**src/rtl/acs_cfg.svh**
```systemverilog
`ifndef ACS_CFG_SVH
`define ACS_CFG_SVH

// =====================================================================
// register offsets
`define ACS_OFS_LINE_PARALLEL_BRIDGE_MODE     8'h00
`define ACS_OFS_DIAG          8'h01
`define ACS_OFS_CLOCK         8'h02
`define ACS_OFS_SAP           8'h03
`define ACS_OFS_CHAN_STATE    8'h04
`define ACS_OFS_FAULT         8'h05
`define ACS_OFS_LINE_DETECT   8'h06
`define ACS_OFS_MISC3         8'h21
`define ACS_OFS_ILIM          8'h25
`define ACS_OFS_MISC4         8'h26

// =====================================================================
// reset values
`define ACS_RST_LINE_PARALLEL_BRIDGE_MODE     8'h00
`define ACS_RST_DIAG          8'h00
`define ACS_RST_CLOCK         8'h13
`define ACS_RST_SAP           8'h03
`define ACS_RST_CHAN_STATE    8'hFF
`define ACS_RST_MISC3         8'h00
`define ACS_RST_MISC4         8'h40

// =====================================================================
// field positions
`define ACS_BIT_CLEAR_FAULT   7
`define ACS_BIT_PARALLEL_BRIDGE_MODE_FLIP     6
`define ACS_BIT_ILIM_MASK     5
`define ACS_MISC3_STORE       8'h78
`define ACS_BIT_PARALLEL_BRIDGE_MODE_REQ12    4
`define ACS_BIT_PARALLEL_BRIDGE_MODE_REQ34    5

// =====================================================================
// channel state, switching ratio, word length, rate codes
`define ACS_STATE_STANDBY     2'h3
`define ACS_SW_RATIO_0        6'd8
`define ACS_SW_RATIO_1        6'd10
`define ACS_SW_RATIO_2        6'd38
`define ACS_SW_RATIO_3        6'd44
`define ACS_SW_RATIO_4        6'd48
`define ACS_WORD_0            6'd16
`define ACS_WORD_1            6'd18
`define ACS_WORD_2            6'd20
`define ACS_WORD_3            6'd24
`define ACS_WORD_4            6'd32
`define ACS_RATE_44K1         2'h0
`define ACS_RATE_48K          2'h1
`define ACS_RATE_96K          2'h2

// =====================================================================
// line diagnostic window in ohms, bus address
`define ACS_LINE_OHMS_MIN     13'd600
`define ACS_LINE_OHMS_MAX     13'd4700
`define ACS_ADDR_UPPER        5'h1A

`endif

```
**src/rtl/acs_pkg.sv**
```systemverilog
package acs_pkg;

   typedef enum logic [1:0] {
      ACS_FMT_I2S,
      ACS_FMT_RJ,
      ACS_FMT_LJ,
      ACS_FMT_TDM
   } acs_fmt_t;

   typedef struct packed {
      acs_fmt_t   format;
      logic [5:0] word_bits;
      logic [1:0] rate;
      logic [2:0] tdm_cfg;
   } acs_sap_cfg_t;

   typedef struct packed {
      logic [7:0] addr;
      logic [7:0] data;
   } acs_wr_t;

   typedef enum logic [3:0] {
      ACS_ST_IDLE,
      ACS_ST_ADDR,
      ACS_ST_ACK_ADDR,
      ACS_ST_PTR,
      ACS_ST_ACK_WR,
      ACS_ST_WDATA,
      ACS_ST_RDATA,
      ACS_ST_RACK
   } acs_link_state_t;

endpackage

```
**src/rtl/acs_sync.sv**
```systemverilog
`timescale 1ns/1ps

module acs_sync #(
   parameter int               WIDTH     = 1,
   parameter logic [WIDTH-1:0] RESET_VAL = '0
) (
   input  wire logic             clk_sys_i,
   input  wire logic             reset_i,
   input  wire logic [WIDTH-1:0] async_i,
   output logic      [WIDTH-1:0] sync_o
);

   logic [WIDTH-1:0] meta_reg;

   // =====================================================================
   // two-stage synchroniser
   always_ff @(posedge clk_sys_i) begin
      if (reset_i) begin
         meta_reg <= RESET_VAL;
         sync_o   <= RESET_VAL;
      end else begin
         meta_reg <= async_i;
         sync_o   <= meta_reg;
      end
   end

endmodule

```
**src/rtl/acs_regs.sv**
```systemverilog
`timescale 1ns/1ps
`include "acs_cfg.svh"

// What this block does
// - status bits 3..0 flag per-channel current limiting; bits 7..4 read zero
// - high-pass control register at 0x26 resets to 0x40
// - low three bits pick the high-pass corner, 3.7 Hz up to 463 Hz
// - switching ratios 38, 44 and 48 times sample rate are offered
// - switching ratios 8 and 10 times sample rate are offered
// - paired bridge channels with differing states raise a fault
// - parallel-bridge change takes effect only while all channels stand by
// - load diagnostics run on parallel-bridge channels too
// - line-driver mode per channel is chosen in register 0x00
// - line diagnostic detects an amplifier of 600 ohm to 4.7 kohm
// - block is a bus target only; never drives clock or starts transfers
// - bus clock up to 400 kHz is accepted
// - audio port accepts I2S, right-justified, left-justified and TDM
// - audio word lengths 16, 18, 20, 24 and 32 bits
// - audio sample rates 96, 48 and 44.1 kHz
// - audio port bits 3..5 act only in TDM format
// - 0x21 bit 5 set hides current-limit events from the warning pin
module acs_regs
   import acs_pkg::*;
(
   input  wire logic         clk_sys_i,
   input  wire logic         reset_i,
   input  wire logic         scl_i,
   input  wire logic         sda_i,
   output logic              sda_o,
   output logic              sda_oe_o,
   input  wire logic [1:0]   addr_sel_i,
   input  wire logic [3:0]   current_limit_i,
   input  wire logic         diag_valid_i,
   input  wire logic [1:0]   diag_chan_i,
   input  wire logic [12:0]  diag_ohms_i,
   output logic              warn_n_o,
   output logic [2:0]        highpass_corner_select_o,
   output logic [5:0]        sw_ratio_o,
   output acs_sap_cfg_t      sap_cfg_o,
   output logic [7:0]        chan_state_o,
   output logic [3:0]        line_driver_o,
   output logic [1:0]        parallel_bridge_mode_o,
   output logic              parallel_bridge_mode_flip_o,
   output logic [3:0]        diag_run_o
);

   logic [1:0]      link_s;
   logic [1:0]      addr_sel_s;
   logic            scl_s;
   logic            sda_s;
   logic            scl_d_reg;
   logic            sda_d_reg;
   logic            scl_rise;
   logic            scl_fall;
   logic            start_det;
   logic            stop_det;
   acs_link_state_t state_reg;
   logic [3:0]      bit_cnt_reg;
   logic [7:0]      shift_reg;
   logic [7:0]      ptr_reg;
   logic            rd_mode_reg;
   logic            acked_reg;
   logic            wr_stb_reg;
   acs_wr_t         wr_reg;
   logic [7:0]      rd_data;
   logic [7:0]      line_parallel_bridge_mode_reg;
   logic [7:0]      diag_reg;
   logic [7:0]      clock_reg;
   logic [7:0]      sap_reg;
   logic [7:0]      chan_state_reg;
   logic [7:0]      misc3_reg;
   logic [7:0]      misc4_reg;
   logic            clear_fault_reg;
   logic [3:0]      ilim_flags_reg;
   logic [1:0]      parallel_bridge_mode_fault_reg;
   logic [3:0]      line_detect_reg;
   logic            all_standby;

   // =====================================================================
   // pin synchronisers
   acs_sync #(.WIDTH(2), .RESET_VAL(2'h3)) u_link_sync (
      .clk_sys_i (clk_sys_i),
      .reset_i   (reset_i),
      .async_i   ({scl_i, sda_i}),
      .sync_o    (link_s)
   );

   acs_sync #(.WIDTH(2), .RESET_VAL(2'h0)) u_addr_sync (
      .clk_sys_i (clk_sys_i),
      .reset_i   (reset_i),
      .async_i   (addr_sel_i),
      .sync_o    (addr_sel_s)
   );

   assign scl_s     = link_s[1];
   assign sda_s     = link_s[0];
   assign scl_rise  = scl_s & ~scl_d_reg;
   assign scl_fall  = ~scl_s & scl_d_reg;
   assign start_det = scl_s & scl_d_reg & sda_d_reg & ~sda_s;
   assign stop_det  = scl_s & scl_d_reg & ~sda_d_reg & sda_s;
   assign sda_o     = 1'b0;

   always_ff @(posedge clk_sys_i) begin
      if (reset_i) begin
         scl_d_reg <= 1'b1;
         sda_d_reg <= 1'b1;
      end else begin
         scl_d_reg <= scl_s;
         sda_d_reg <= sda_s;
      end
   end

   // =====================================================================
   // serial target: address, pointer, write and read bytes
   always_ff @(posedge clk_sys_i) begin
      if (reset_i) begin
         state_reg   <= ACS_ST_IDLE;
         bit_cnt_reg <= 4'h0;
         shift_reg   <= 8'h00;
         ptr_reg     <= 8'h00;
         rd_mode_reg <= 1'b0;
         acked_reg   <= 1'b0;
         sda_oe_o    <= 1'b0;
         wr_stb_reg  <= 1'b0;
         wr_reg      <= '0;
      end else begin
         wr_stb_reg <= 1'b0;
         if (stop_det) begin
            state_reg <= ACS_ST_IDLE;
            sda_oe_o  <= 1'b0;
         end else if (start_det) begin
            state_reg   <= ACS_ST_ADDR;
            bit_cnt_reg <= 4'h0;
            sda_oe_o    <= 1'b0;
         end else begin
            case (state_reg)
               ACS_ST_ADDR, ACS_ST_PTR, ACS_ST_WDATA: begin
                  if (scl_rise) begin
                     shift_reg   <= {shift_reg[6:0], sda_s};
                     bit_cnt_reg <= bit_cnt_reg + 4'h1;
                  end else if (scl_fall && bit_cnt_reg == 4'h8) begin
                     bit_cnt_reg <= 4'h0;
                     if (state_reg == ACS_ST_ADDR) begin
                        if (shift_reg[7:1] == {`ACS_ADDR_UPPER, addr_sel_s}) begin
                           rd_mode_reg <= shift_reg[0];
                           sda_oe_o    <= 1'b1;
                           state_reg   <= ACS_ST_ACK_ADDR;
                        end else begin
                           state_reg <= ACS_ST_IDLE;
                        end
                     end else if (state_reg == ACS_ST_PTR) begin
                        ptr_reg   <= shift_reg;
                        sda_oe_o  <= 1'b1;
                        state_reg <= ACS_ST_ACK_WR;
                     end else begin
                        wr_stb_reg <= 1'b1;
                        wr_reg     <= '{addr: ptr_reg, data: shift_reg};
                        ptr_reg    <= ptr_reg + 8'h01;
                        sda_oe_o   <= 1'b1;
                        state_reg  <= ACS_ST_ACK_WR;
                     end
                  end
               end
               ACS_ST_ACK_ADDR: begin
                  if (scl_fall) begin
                     if (rd_mode_reg) begin
                        shift_reg   <= rd_data;
                        sda_oe_o    <= ~rd_data[7];
                        bit_cnt_reg <= 4'h1;
                        state_reg   <= ACS_ST_RDATA;
                     end else begin
                        sda_oe_o  <= 1'b0;
                        state_reg <= ACS_ST_PTR;
                     end
                  end
               end
               ACS_ST_ACK_WR: begin
                  if (scl_fall) begin
                     sda_oe_o  <= 1'b0;
                     state_reg <= ACS_ST_WDATA;
                  end
               end
               ACS_ST_RDATA: begin
                  if (scl_fall) begin
                     if (bit_cnt_reg == 4'h8) begin
                        sda_oe_o  <= 1'b0;
                        state_reg <= ACS_ST_RACK;
                     end else begin
                        sda_oe_o    <= ~shift_reg[6];
                        shift_reg   <= {shift_reg[6:0], 1'b0};
                        bit_cnt_reg <= bit_cnt_reg + 4'h1;
                     end
                  end
               end
               ACS_ST_RACK: begin
                  if (scl_rise) begin
                     acked_reg <= ~sda_s;
                     if (!sda_s) begin
                        ptr_reg <= ptr_reg + 8'h01;
                     end
                  end else if (scl_fall) begin
                     if (acked_reg) begin
                        shift_reg   <= rd_data;
                        sda_oe_o    <= ~rd_data[7];
                        bit_cnt_reg <= 4'h1;
                        state_reg   <= ACS_ST_RDATA;
                     end else begin
                        state_reg <= ACS_ST_IDLE;
                     end
                  end
               end
               default: begin
                  state_reg <= ACS_ST_IDLE;
               end
            endcase
         end
      end
   end

   // =====================================================================
   // read-back mux
   always_comb begin
      case (ptr_reg)
         `ACS_OFS_LINE_PARALLEL_BRIDGE_MODE:   rd_data = line_parallel_bridge_mode_reg;
         `ACS_OFS_DIAG:        rd_data = diag_reg;
         `ACS_OFS_CLOCK:       rd_data = clock_reg;
         `ACS_OFS_SAP:         rd_data = sap_reg;
         `ACS_OFS_CHAN_STATE:  rd_data = chan_state_reg;
         `ACS_OFS_FAULT:       rd_data = {6'h00, parallel_bridge_mode_fault_reg};
         `ACS_OFS_LINE_DETECT: rd_data = {4'h0, line_detect_reg};
         `ACS_OFS_MISC3:       rd_data = misc3_reg;
         `ACS_OFS_ILIM:        rd_data = {4'h0, ilim_flags_reg};
         `ACS_OFS_MISC4:       rd_data = misc4_reg;
         default:              rd_data = 8'h00;
      endcase
   end

   // =====================================================================
   // writable registers
   always_ff @(posedge clk_sys_i) begin
      if (reset_i) begin
         line_parallel_bridge_mode_reg   <= `ACS_RST_LINE_PARALLEL_BRIDGE_MODE;
         diag_reg        <= `ACS_RST_DIAG;
         clock_reg       <= `ACS_RST_CLOCK;
         sap_reg         <= `ACS_RST_SAP;
         chan_state_reg  <= `ACS_RST_CHAN_STATE;
         misc3_reg       <= `ACS_RST_MISC3;
         misc4_reg       <= `ACS_RST_MISC4;
         clear_fault_reg <= 1'b0;
      end else begin
         clear_fault_reg <= wr_stb_reg && wr_reg.addr == `ACS_OFS_MISC3
                            && wr_reg.data[`ACS_BIT_CLEAR_FAULT];
         if (wr_stb_reg) begin
            case (wr_reg.addr)
               `ACS_OFS_LINE_PARALLEL_BRIDGE_MODE:  line_parallel_bridge_mode_reg  <= wr_reg.data;
               `ACS_OFS_DIAG:       diag_reg       <= wr_reg.data;
               `ACS_OFS_CLOCK:      clock_reg      <= wr_reg.data;
               `ACS_OFS_SAP:        sap_reg        <= wr_reg.data;
               `ACS_OFS_CHAN_STATE: chan_state_reg <= wr_reg.data;
               `ACS_OFS_MISC3:      misc3_reg      <= wr_reg.data & `ACS_MISC3_STORE;
               `ACS_OFS_MISC4:      misc4_reg      <= wr_reg.data;
               default: begin
               end
            endcase
         end
      end
   end

   // =====================================================================
   // status flags and faults, set wins over clear
   assign all_standby = (chan_state_reg == {4{`ACS_STATE_STANDBY}});

   always_ff @(posedge clk_sys_i) begin
      if (reset_i) begin
         ilim_flags_reg  <= 4'h0;
         parallel_bridge_mode_fault_reg  <= 2'h0;
         line_detect_reg <= 4'h0;
      end else begin
         // status register has no write path
         ilim_flags_reg <= (clear_fault_reg ? 4'h0 : ilim_flags_reg)
                           | current_limit_i;
         parallel_bridge_mode_fault_reg <= (clear_fault_reg ? 2'h0 : parallel_bridge_mode_fault_reg)
            | {parallel_bridge_mode_o[1] && chan_state_reg[5:4] != chan_state_reg[7:6],
               parallel_bridge_mode_o[0] && chan_state_reg[1:0] != chan_state_reg[3:2]};
         if (diag_valid_i && line_parallel_bridge_mode_reg[diag_chan_i]) begin
            line_detect_reg[diag_chan_i] <= diag_ohms_i >= `ACS_LINE_OHMS_MIN
                                            && diag_ohms_i <= `ACS_LINE_OHMS_MAX;
         end
      end
   end

   // =====================================================================
   // outputs to the audio path
   always_ff @(posedge clk_sys_i) begin
      if (reset_i) begin
         warn_n_o               <= 1'b1;
         parallel_bridge_mode_o <= 2'h0;
         diag_run_o             <= 4'h0;
         sw_ratio_o             <= `ACS_SW_RATIO_3;
         sap_cfg_o              <= '0;
      end else begin
         warn_n_o <= ~((|ilim_flags_reg) & ~misc3_reg[`ACS_BIT_ILIM_MASK]);
         if (all_standby) begin
            parallel_bridge_mode_o <= {line_parallel_bridge_mode_reg[`ACS_BIT_PARALLEL_BRIDGE_MODE_REQ34],
                                       line_parallel_bridge_mode_reg[`ACS_BIT_PARALLEL_BRIDGE_MODE_REQ12]};
         end
         diag_run_o <= diag_reg[3:0]
            | {{2{parallel_bridge_mode_o[1] & |diag_reg[3:2]}},
               {2{parallel_bridge_mode_o[0] & |diag_reg[1:0]}}};
         case (clock_reg[2:0])
            3'h0:    sw_ratio_o <= `ACS_SW_RATIO_0;
            3'h1:    sw_ratio_o <= `ACS_SW_RATIO_1;
            3'h2:    sw_ratio_o <= `ACS_SW_RATIO_2;
            3'h4:    sw_ratio_o <= `ACS_SW_RATIO_4;
            default: sw_ratio_o <= `ACS_SW_RATIO_3;
         endcase
         sap_cfg_o.format <= acs_fmt_t'(sap_reg[7:6]);
         sap_cfg_o.tdm_cfg <= (sap_reg[7:6] == 2'h3) ? sap_reg[5:3] : 3'h0;
         sap_cfg_o.rate <= (clock_reg[5:4] == 2'h3) ? `ACS_RATE_48K : clock_reg[5:4];
         case (sap_reg[2:0])
            3'h0:    sap_cfg_o.word_bits <= `ACS_WORD_0;
            3'h1:    sap_cfg_o.word_bits <= `ACS_WORD_1;
            3'h2:    sap_cfg_o.word_bits <= `ACS_WORD_2;
            3'h4:    sap_cfg_o.word_bits <= `ACS_WORD_4;
            default: sap_cfg_o.word_bits <= `ACS_WORD_3;
         endcase
      end
   end

   assign highpass_corner_select_o = misc4_reg[2:0];
   assign chan_state_o             = chan_state_reg;
   assign line_driver_o            = line_parallel_bridge_mode_reg[3:0];
   assign parallel_bridge_mode_flip_o              = misc3_reg[`ACS_BIT_PARALLEL_BRIDGE_MODE_FLIP];
endmodule

```
**config.mk**
```make
export PLATFORM = sky130hd
export DESIGN_NAME = acs_regs
export DESIGN_NICKNAME = d
export VERILOG_FILES = /design/src/rtl/acs_pkg.sv /design/src/rtl/acs_sync.sv /design/src/rtl/acs_regs.sv
export VERILOG_INCLUDE_DIRS = /design/src /design/src/rtl
export SDC_FILE = /design/constraint.sdc
export NUM_CORES = 1
export LEC_CHECK = 0
export CELL_PAD_IN_SITES_DETAIL_PLACEMENT = 1
export CELL_PAD_IN_SITES_GLOBAL_PLACEMENT = 1
export CORE_ASPECT_RATIO = 0.6
export CORE_MARGIN = 5
export CORE_UTILIZATION = 48
export CTS_CLUSTER_SIZE = 16
export DETAILED_ROUTE_END_ITERATION = 12
export DONT_BUFFER_PORTS = 1
export GPL_TIMING_DRIVEN = 1
export PLACE_DENSITY = 0.85
export RECOVER_POWER = 25
export SLEW_MARGIN = 25
export SYNTH_ARGS = -nofsm -noshare
export SYNTH_HDL_FRONTEND = slang
export SYNTH_SLANG_ARGS = --single-unit
export TNS_END_PERCENT = 100
```
**constraint.sdc**
```tcl
create_clock -name clk_sys_i -period 2.55 [get_ports clk_sys_i]
set_input_delay 0.1275 -clock clk_sys_i [delete_from_list [all_inputs] [get_ports clk_sys_i]]
set_output_delay 0.1275 -clock clk_sys_i [all_outputs]
set_load 0.01 [all_outputs]
```
# --- Word level (Yosys, flattened, before mapping) ---
# Index checks and enable logic that the tools add are counted.
totals:
  romBits: 0
  latchBits: 0
  input_bits: 26
  regBits: 143
  mem_bits_rw: 0
  mem_count: 0
  output_inout_bits: 44
classes:
  div_mod_pow: 0
  add_sub_neg: 2
  reduce_logical: 41
  n_mul: 0
  magnitude_cmp: 5
  n_bitwise: 29
  shift: 0
  muxes: 66
  eq_ne: 63
ops:
  columns: ["operator", "count"]
  rows:
  - ["$mux W8", 14]
  - ["$mux W4", 20]
  - ["$pmux W8 S10", 1]
  - ["$pmux W6 S4", 2]
  - ["$eq A8 B6 Y1 const B", 5]
  - ["$ne A3 B3 Y1 const B", 12]
  - ["$eq A8 B2 Y1 const B", 4]
  - ["$eq A8 B3 Y1 const B", 4]
  - ["$pmux W8 S4", 1]
  - ["$ne A2 B2 Y1 const B", 15]
  - ["$reduce_and A8 Y1", 3]
  - ["$pmux W4 S5", 1]
  - ["$reduce_and A10 Y1", 2]
  - ["$mux W1", 17]
  - ["$eq A4 B3 Y1 const B", 4]
  - ["$eq A8 B1 Y1 const B", 2]
  - ["$logic_not A8 Y1", 2]
  - ["$not A1 Y1", 16]
  - ["$pmux W4 S4", 1]
  - ["$pmux W8 S2", 1]
  - ["$reduce_and A2 Y1", 7]
  - ["$reduce_and A7 Y1", 2]
  - ["$ge A13 B10 Y1 const B", 1]
  - ["$le A13 B13 Y1 const B", 1]
  - ["36 further kinds", 68]

# --- Logic depth before layout (Yosys ltp) ---
depth:
  ltp_word: 7
  ltp_mapped: 9

# --- By module ---
# Synthesis repeated with hierarchy kept, for this count alone.
unflattened:
  cells_unflattened: 721
  hier_area_um2: 6632.6
modules_own_cells:
  columns: ["module", "instances", "cells_each", "area_each_um2"]
  rows:
  - ["acs_regs", 1, 705, 6422.4]
  - ["acs_sync", 2, 8, 105.1]

# --- Worst setup path after synthesis ---
# Ideal clock, no wire load.
synth_timing:
  path_type: "flip-flop to flip-flop"
  from: "register ptr_reg[0]"
  to: "register shift_reg[7]"
  setup_ns: 0.091
  arrival_ns: 1.892
  slack_ns: 0.567
  t_required_ns: 2.459
  path_stages_with_launch: 8
  cell_sequence: "dfxtp_1 -> ha_1 -> clkbuf_1 -> a22oi_1 -> a2111oi_4 -> a31oi_1 -> or2_2 -> a311oi_1"
synth_between:
  elab_chain_cells: 6
  word_cells_on_any_way: 17
synth_rtl:
  columns: ["element", "line_no", "source"]
  rows:
  - ["start, declared", "acs_regs.sv:60", "logic [7:0] ptr_reg;"]
  - ["start signal, assigned", "acs_regs.sv:152", "ptr_reg <= shift_reg;"]
  - ["start signal, assigned", "acs_regs.sv:158", "ptr_reg <= ptr_reg + 8'h01;"]
  - ["start signal, assigned", "acs_regs.sv:199", "ptr_reg <= ptr_reg + 8'h01;"]
  - ["$eq A8 B6 Y1, or another cell as far along", "acs_regs.sv:223", "case (ptr_reg)"]
  - ["$pmux W8 S10 (*)", "acs_regs.sv:223", null]
  - ["$mux W8", "acs_regs.sv:202", "if (acked_reg) begin"]
  - ["$mux W8", "acs_regs.sv:201", "end else if (scl_fall) begin"]
  - ["$mux W8", "acs_regs.sv:196", "if (scl_rise) begin"]
  - ["$pmux W8 S4 (*)", "acs_regs.sv:136", "case (state_reg)"]
  - ["end signal, assigned", "acs_regs.sv:139", "shift_reg <= {shift_reg[6:0], sda_s};"]
  - ["end signal, assigned", "acs_regs.sv:190", "shift_reg <= {shift_reg[6:0], 1'b0};"]
  - ["end signal, assigned", "acs_regs.sv:203", "shift_reg <= rd_data;"]
  - ["end, declared", "acs_regs.sv:59", "logic [7:0] shift_reg;"]
# Mark *: on every way between the ends. The rest lies on a longest branch, timed or not. The select of a mux whose other input is x is not followed.
# A chain may end at the register's enable or synchronous reset.

# --- Final worst setup path ---
layout_timing:
  from: "register scl_d_reg"
  to: "register ptr_reg[4]"
layout_between:
  elab_chain_cells: 5
  word_cells_on_any_way: 15
layout_rtl:
  columns: ["element", "line_no", "source"]
  rows:
  - ["start, declared", "acs_regs.sv:51", "logic scl_d_reg;"]
  - ["start signal, assigned", "acs_regs.sv:108", "scl_d_reg <= scl_s;"]
  - ["$and A1 B1 Y1", "acs_regs.sv:99, acs_regs.sv:100", null]
  - ["$and A1 B1 Y1, on equally long branches (2 in series)", "acs_regs.sv:99, acs_regs.sv:100", null]
  - ["$not A1 Y1 (no line)", null, null]
  - ["$reduce_and A8 Y1 (no line) (*)", null, null]
# Mark *: on every way between the ends. The rest lies on a longest branch, timed or not.

==> results.cfg <==
[clock_tree]
clk_pin_slew_worst_paths_ps = 70
source_to_sink_clock_delay_at_the_later_pin_of_the_worst_skew_pair_ps = 430
cts.root.buffer_cell = clkbuf_16
ctsHtreeMaxLevel = 4
tritoncts = built
post-cts-setup-buffer-count = 0
max-clock-path-buffers = 2
cts.sinks = 140
num_cts_buffers = 17

[outcome]
status = finished, final reports clean

[synthesis]
number_of_enable_flip_flop_cells_after_synthesis = 0
synth_ff_type = dfxtp_1
netlist_area_um2 = 6520
syn_avg_cell_area_um2 = 8.96
seq_area_frac_synth = 0.430
synthesis.instances = 728
ys_seq_elements = 140
postSynth.asyncResetShare = 0
ys_types = 78
synthesis.yosys.warnings = 0

[detailed_routing]
postRouteWirelength_um = 21300
dr.pass1.iters = 6
routed_via_density = 6.33
wire_per_inst_um = 23.5
drtAntennaViolNets = 0
drcViolationCount = 0
drt_first_iter_violations = 617
route.vias.total = 5737

[layout]
layoutNonFillerInstCount = 906
post_route_cells_drive_above_1_share = 0.115
layout-area-overhead-vs-synth_pct = 12.7
antenna_cells_inserted = 0
layout_common_cells = dfxtp_1 (139), nor2_1 (72), nand2_1 (55)
num-nets-final = 750
number_of_flip_flops_under_the_largest_register_name = 16
layout.cells.most_common = dfxtp_1

[grt]
number_of_global_route_vias_before_repair = 5675
overflow = 0
largest_net_degree_at_the_start_of_global_routing = 134
grt_first_pass_wirelength_um = 33500
global_route.usage.total = 0.266
antenna_violations_before_repair = 0

[place]
place.detailed.instances = 859
buffer_ports.inserted = 0
preCtsSetupSlack_ps = 20.4
gp_congestion = 0.920
place_hpwl_um = 14500

[floorplanning]
floorplan.rows = 33
chipWidth_um = 160
fp.dieArea_um2 = 16100
io_pins = 70
floorplan.core_area_um2 = 13500
floorplan.die.height_um = 100
floorplan.initialDensity = 0.483

[sta]
final.min_clock_period_ps = 2410
slew_viol_final = 0
grt_setup_unrepaired = false
final_hold_viol_count = 0
final.period_utilization = 0.944
setup-tns-final_ps = 0
worstMarginPinSlew_ps = 554
timing.max_slew.rel_slack = 0.631
finalSetupViolations = 0
fmax_mhz = 415
timing.clock.skew_ps = 9.77
setup_ws_ps = 142

[flow_run]
timing.max_cap.violations = 0

[worst_setup_path]
timing.critical_path.arrival_ps = 2740
worstPathRequired_ps = 2880
crit_path_max_fanout = 10
timing.setup.critical_path_class = flop to flop
startpoint_type = flop
timing.critical_path.to_type = flop

[pwr]
leakage_uw = 0.00267
post-layout-total-power_uw = 4880
ir_drop_v = 0.000422
power.density_cell_area_nw_per_um2 = 665

[worst_hold_path]
hold_path.class = input pin to flop
report_power, final:
part | switching, uW | internal (uW) | leakage (uW)
Combinational | 89.6 | 55.9 | 0.00125
Sequential | 33.6 | 2210 | 0.00113
Clock | 1110 | 1390 | 0.000281
Total | 1230 | 3650 | 0.00267
cell families after synthesis:
group / count (synthesis) / share of synthesized area
XOR/XNOR: 9 / 0.0121
multiplexers: 55 / 0.0848
other: 1 / 0.000575
AND/OR/NAND/NOR: 265 / 0.210
adder cells (fa/ha/maj): 6 / 0.0115
AO/OA/AOI/OAI: 171 / 0.192
buffers and inverters: 81 / 0.0597
flip-flops: 140 / 0.430
critical path, stage by stage (launching register included):
cell	delay, ps
dfxtp_1	530
nor2b_1	400
nand3_1	210
a311oi_4	550
buf_4	280
a21oi_1	100
a211oi_1	230
path summary, 6_finish.rpt:
kind | from | endpoint | slack (ps) | depth (start not counted)
hold / removal | diag_valid_i | line_detect_reg[1] | 5 | 3
setup / recovery | scl_d_reg | ptr_reg[4] | 140 | 6
setup reg to reg | scl_d_reg | ptr_reg[4] | 140 | 6
hold reg to reg | u_link_sync.meta_reg[0] | u_link_sync.sync_o[0] | 410 | 1
synth_stat cells, types with 7 or more instances:
cell type | count | area (um^2)
nand3_1 | 29 | 145
inv_1 | 14 | 52.6
and3_1 | 10 | 62.6
a211oi_1 | 13 | 97.6
nor2_1 | 72 | 270
nand2b_1 | 8 | 50.1
nor4_1 | 7 | 43.8
clkbuf_1 | 31 | 116
o21ai_0 | 19 | 95.1
a21oi_1 | 50 | 250
or2_2 | 11 | 68.8
buf_4 | 11 | 82.6
dfxtp_1 | 140 | 2800
nand4_1 | 9 | 56.3
mux2i_1 | 53 | 531
nor2b_1 | 25 | 156
buf_2 | 17 | 85.1
a22oi_1 | 18 | 135
a211o_1 | 15 | 131
nand2_1 | 55 | 206
routing by layer:
layer	global-route usage	part of all wire	vias to the layer above
li1	-	-	2601
met1	0.386	0.47	2865
met2	0.406	0.43	244
met3	0.0550	0.085	27
met4	0.0701	0.014	0
met5	0	0	-
area by class of cell:
class / instances / area, um^2
Fill cell: 1532 / 6150
Multi-Input combinational cell: 509 / 3360
Sequential cell: 140 / 2800
Clock buffer: 18 / 429
Timing Repair Buffer: 35 / 330
Tap cell: 175 / 219
Clock inverter: 14 / 151
Inverter: 15 / 56.3
what timing repair did:
item / 4_1_cts / 5_1_grt
gates resized for setup: 1 / 2
endpoints found under the setup margin: 1 / 3
hold endpoints to repair: 140 / 0
cloned: 0 / 0
hold buffers: 15 / 0
metrics by stage:
step / area, um^2 / hold WS (ps) / utilization
6_report: 7350 / 5.41 / 0.544
5_1_grt: 7350 / 29.6 / 0.544
4_1_cts: 7340 / 0.428 / 0.544
3_5_place_dp: 6590 / 216 / 0.488
3_3_place_gp: 6590 / 216 / 0.488
2_1_floorplan: 6530 / 222 / -
Note: power is estimated with default switching activity, not from simulation.
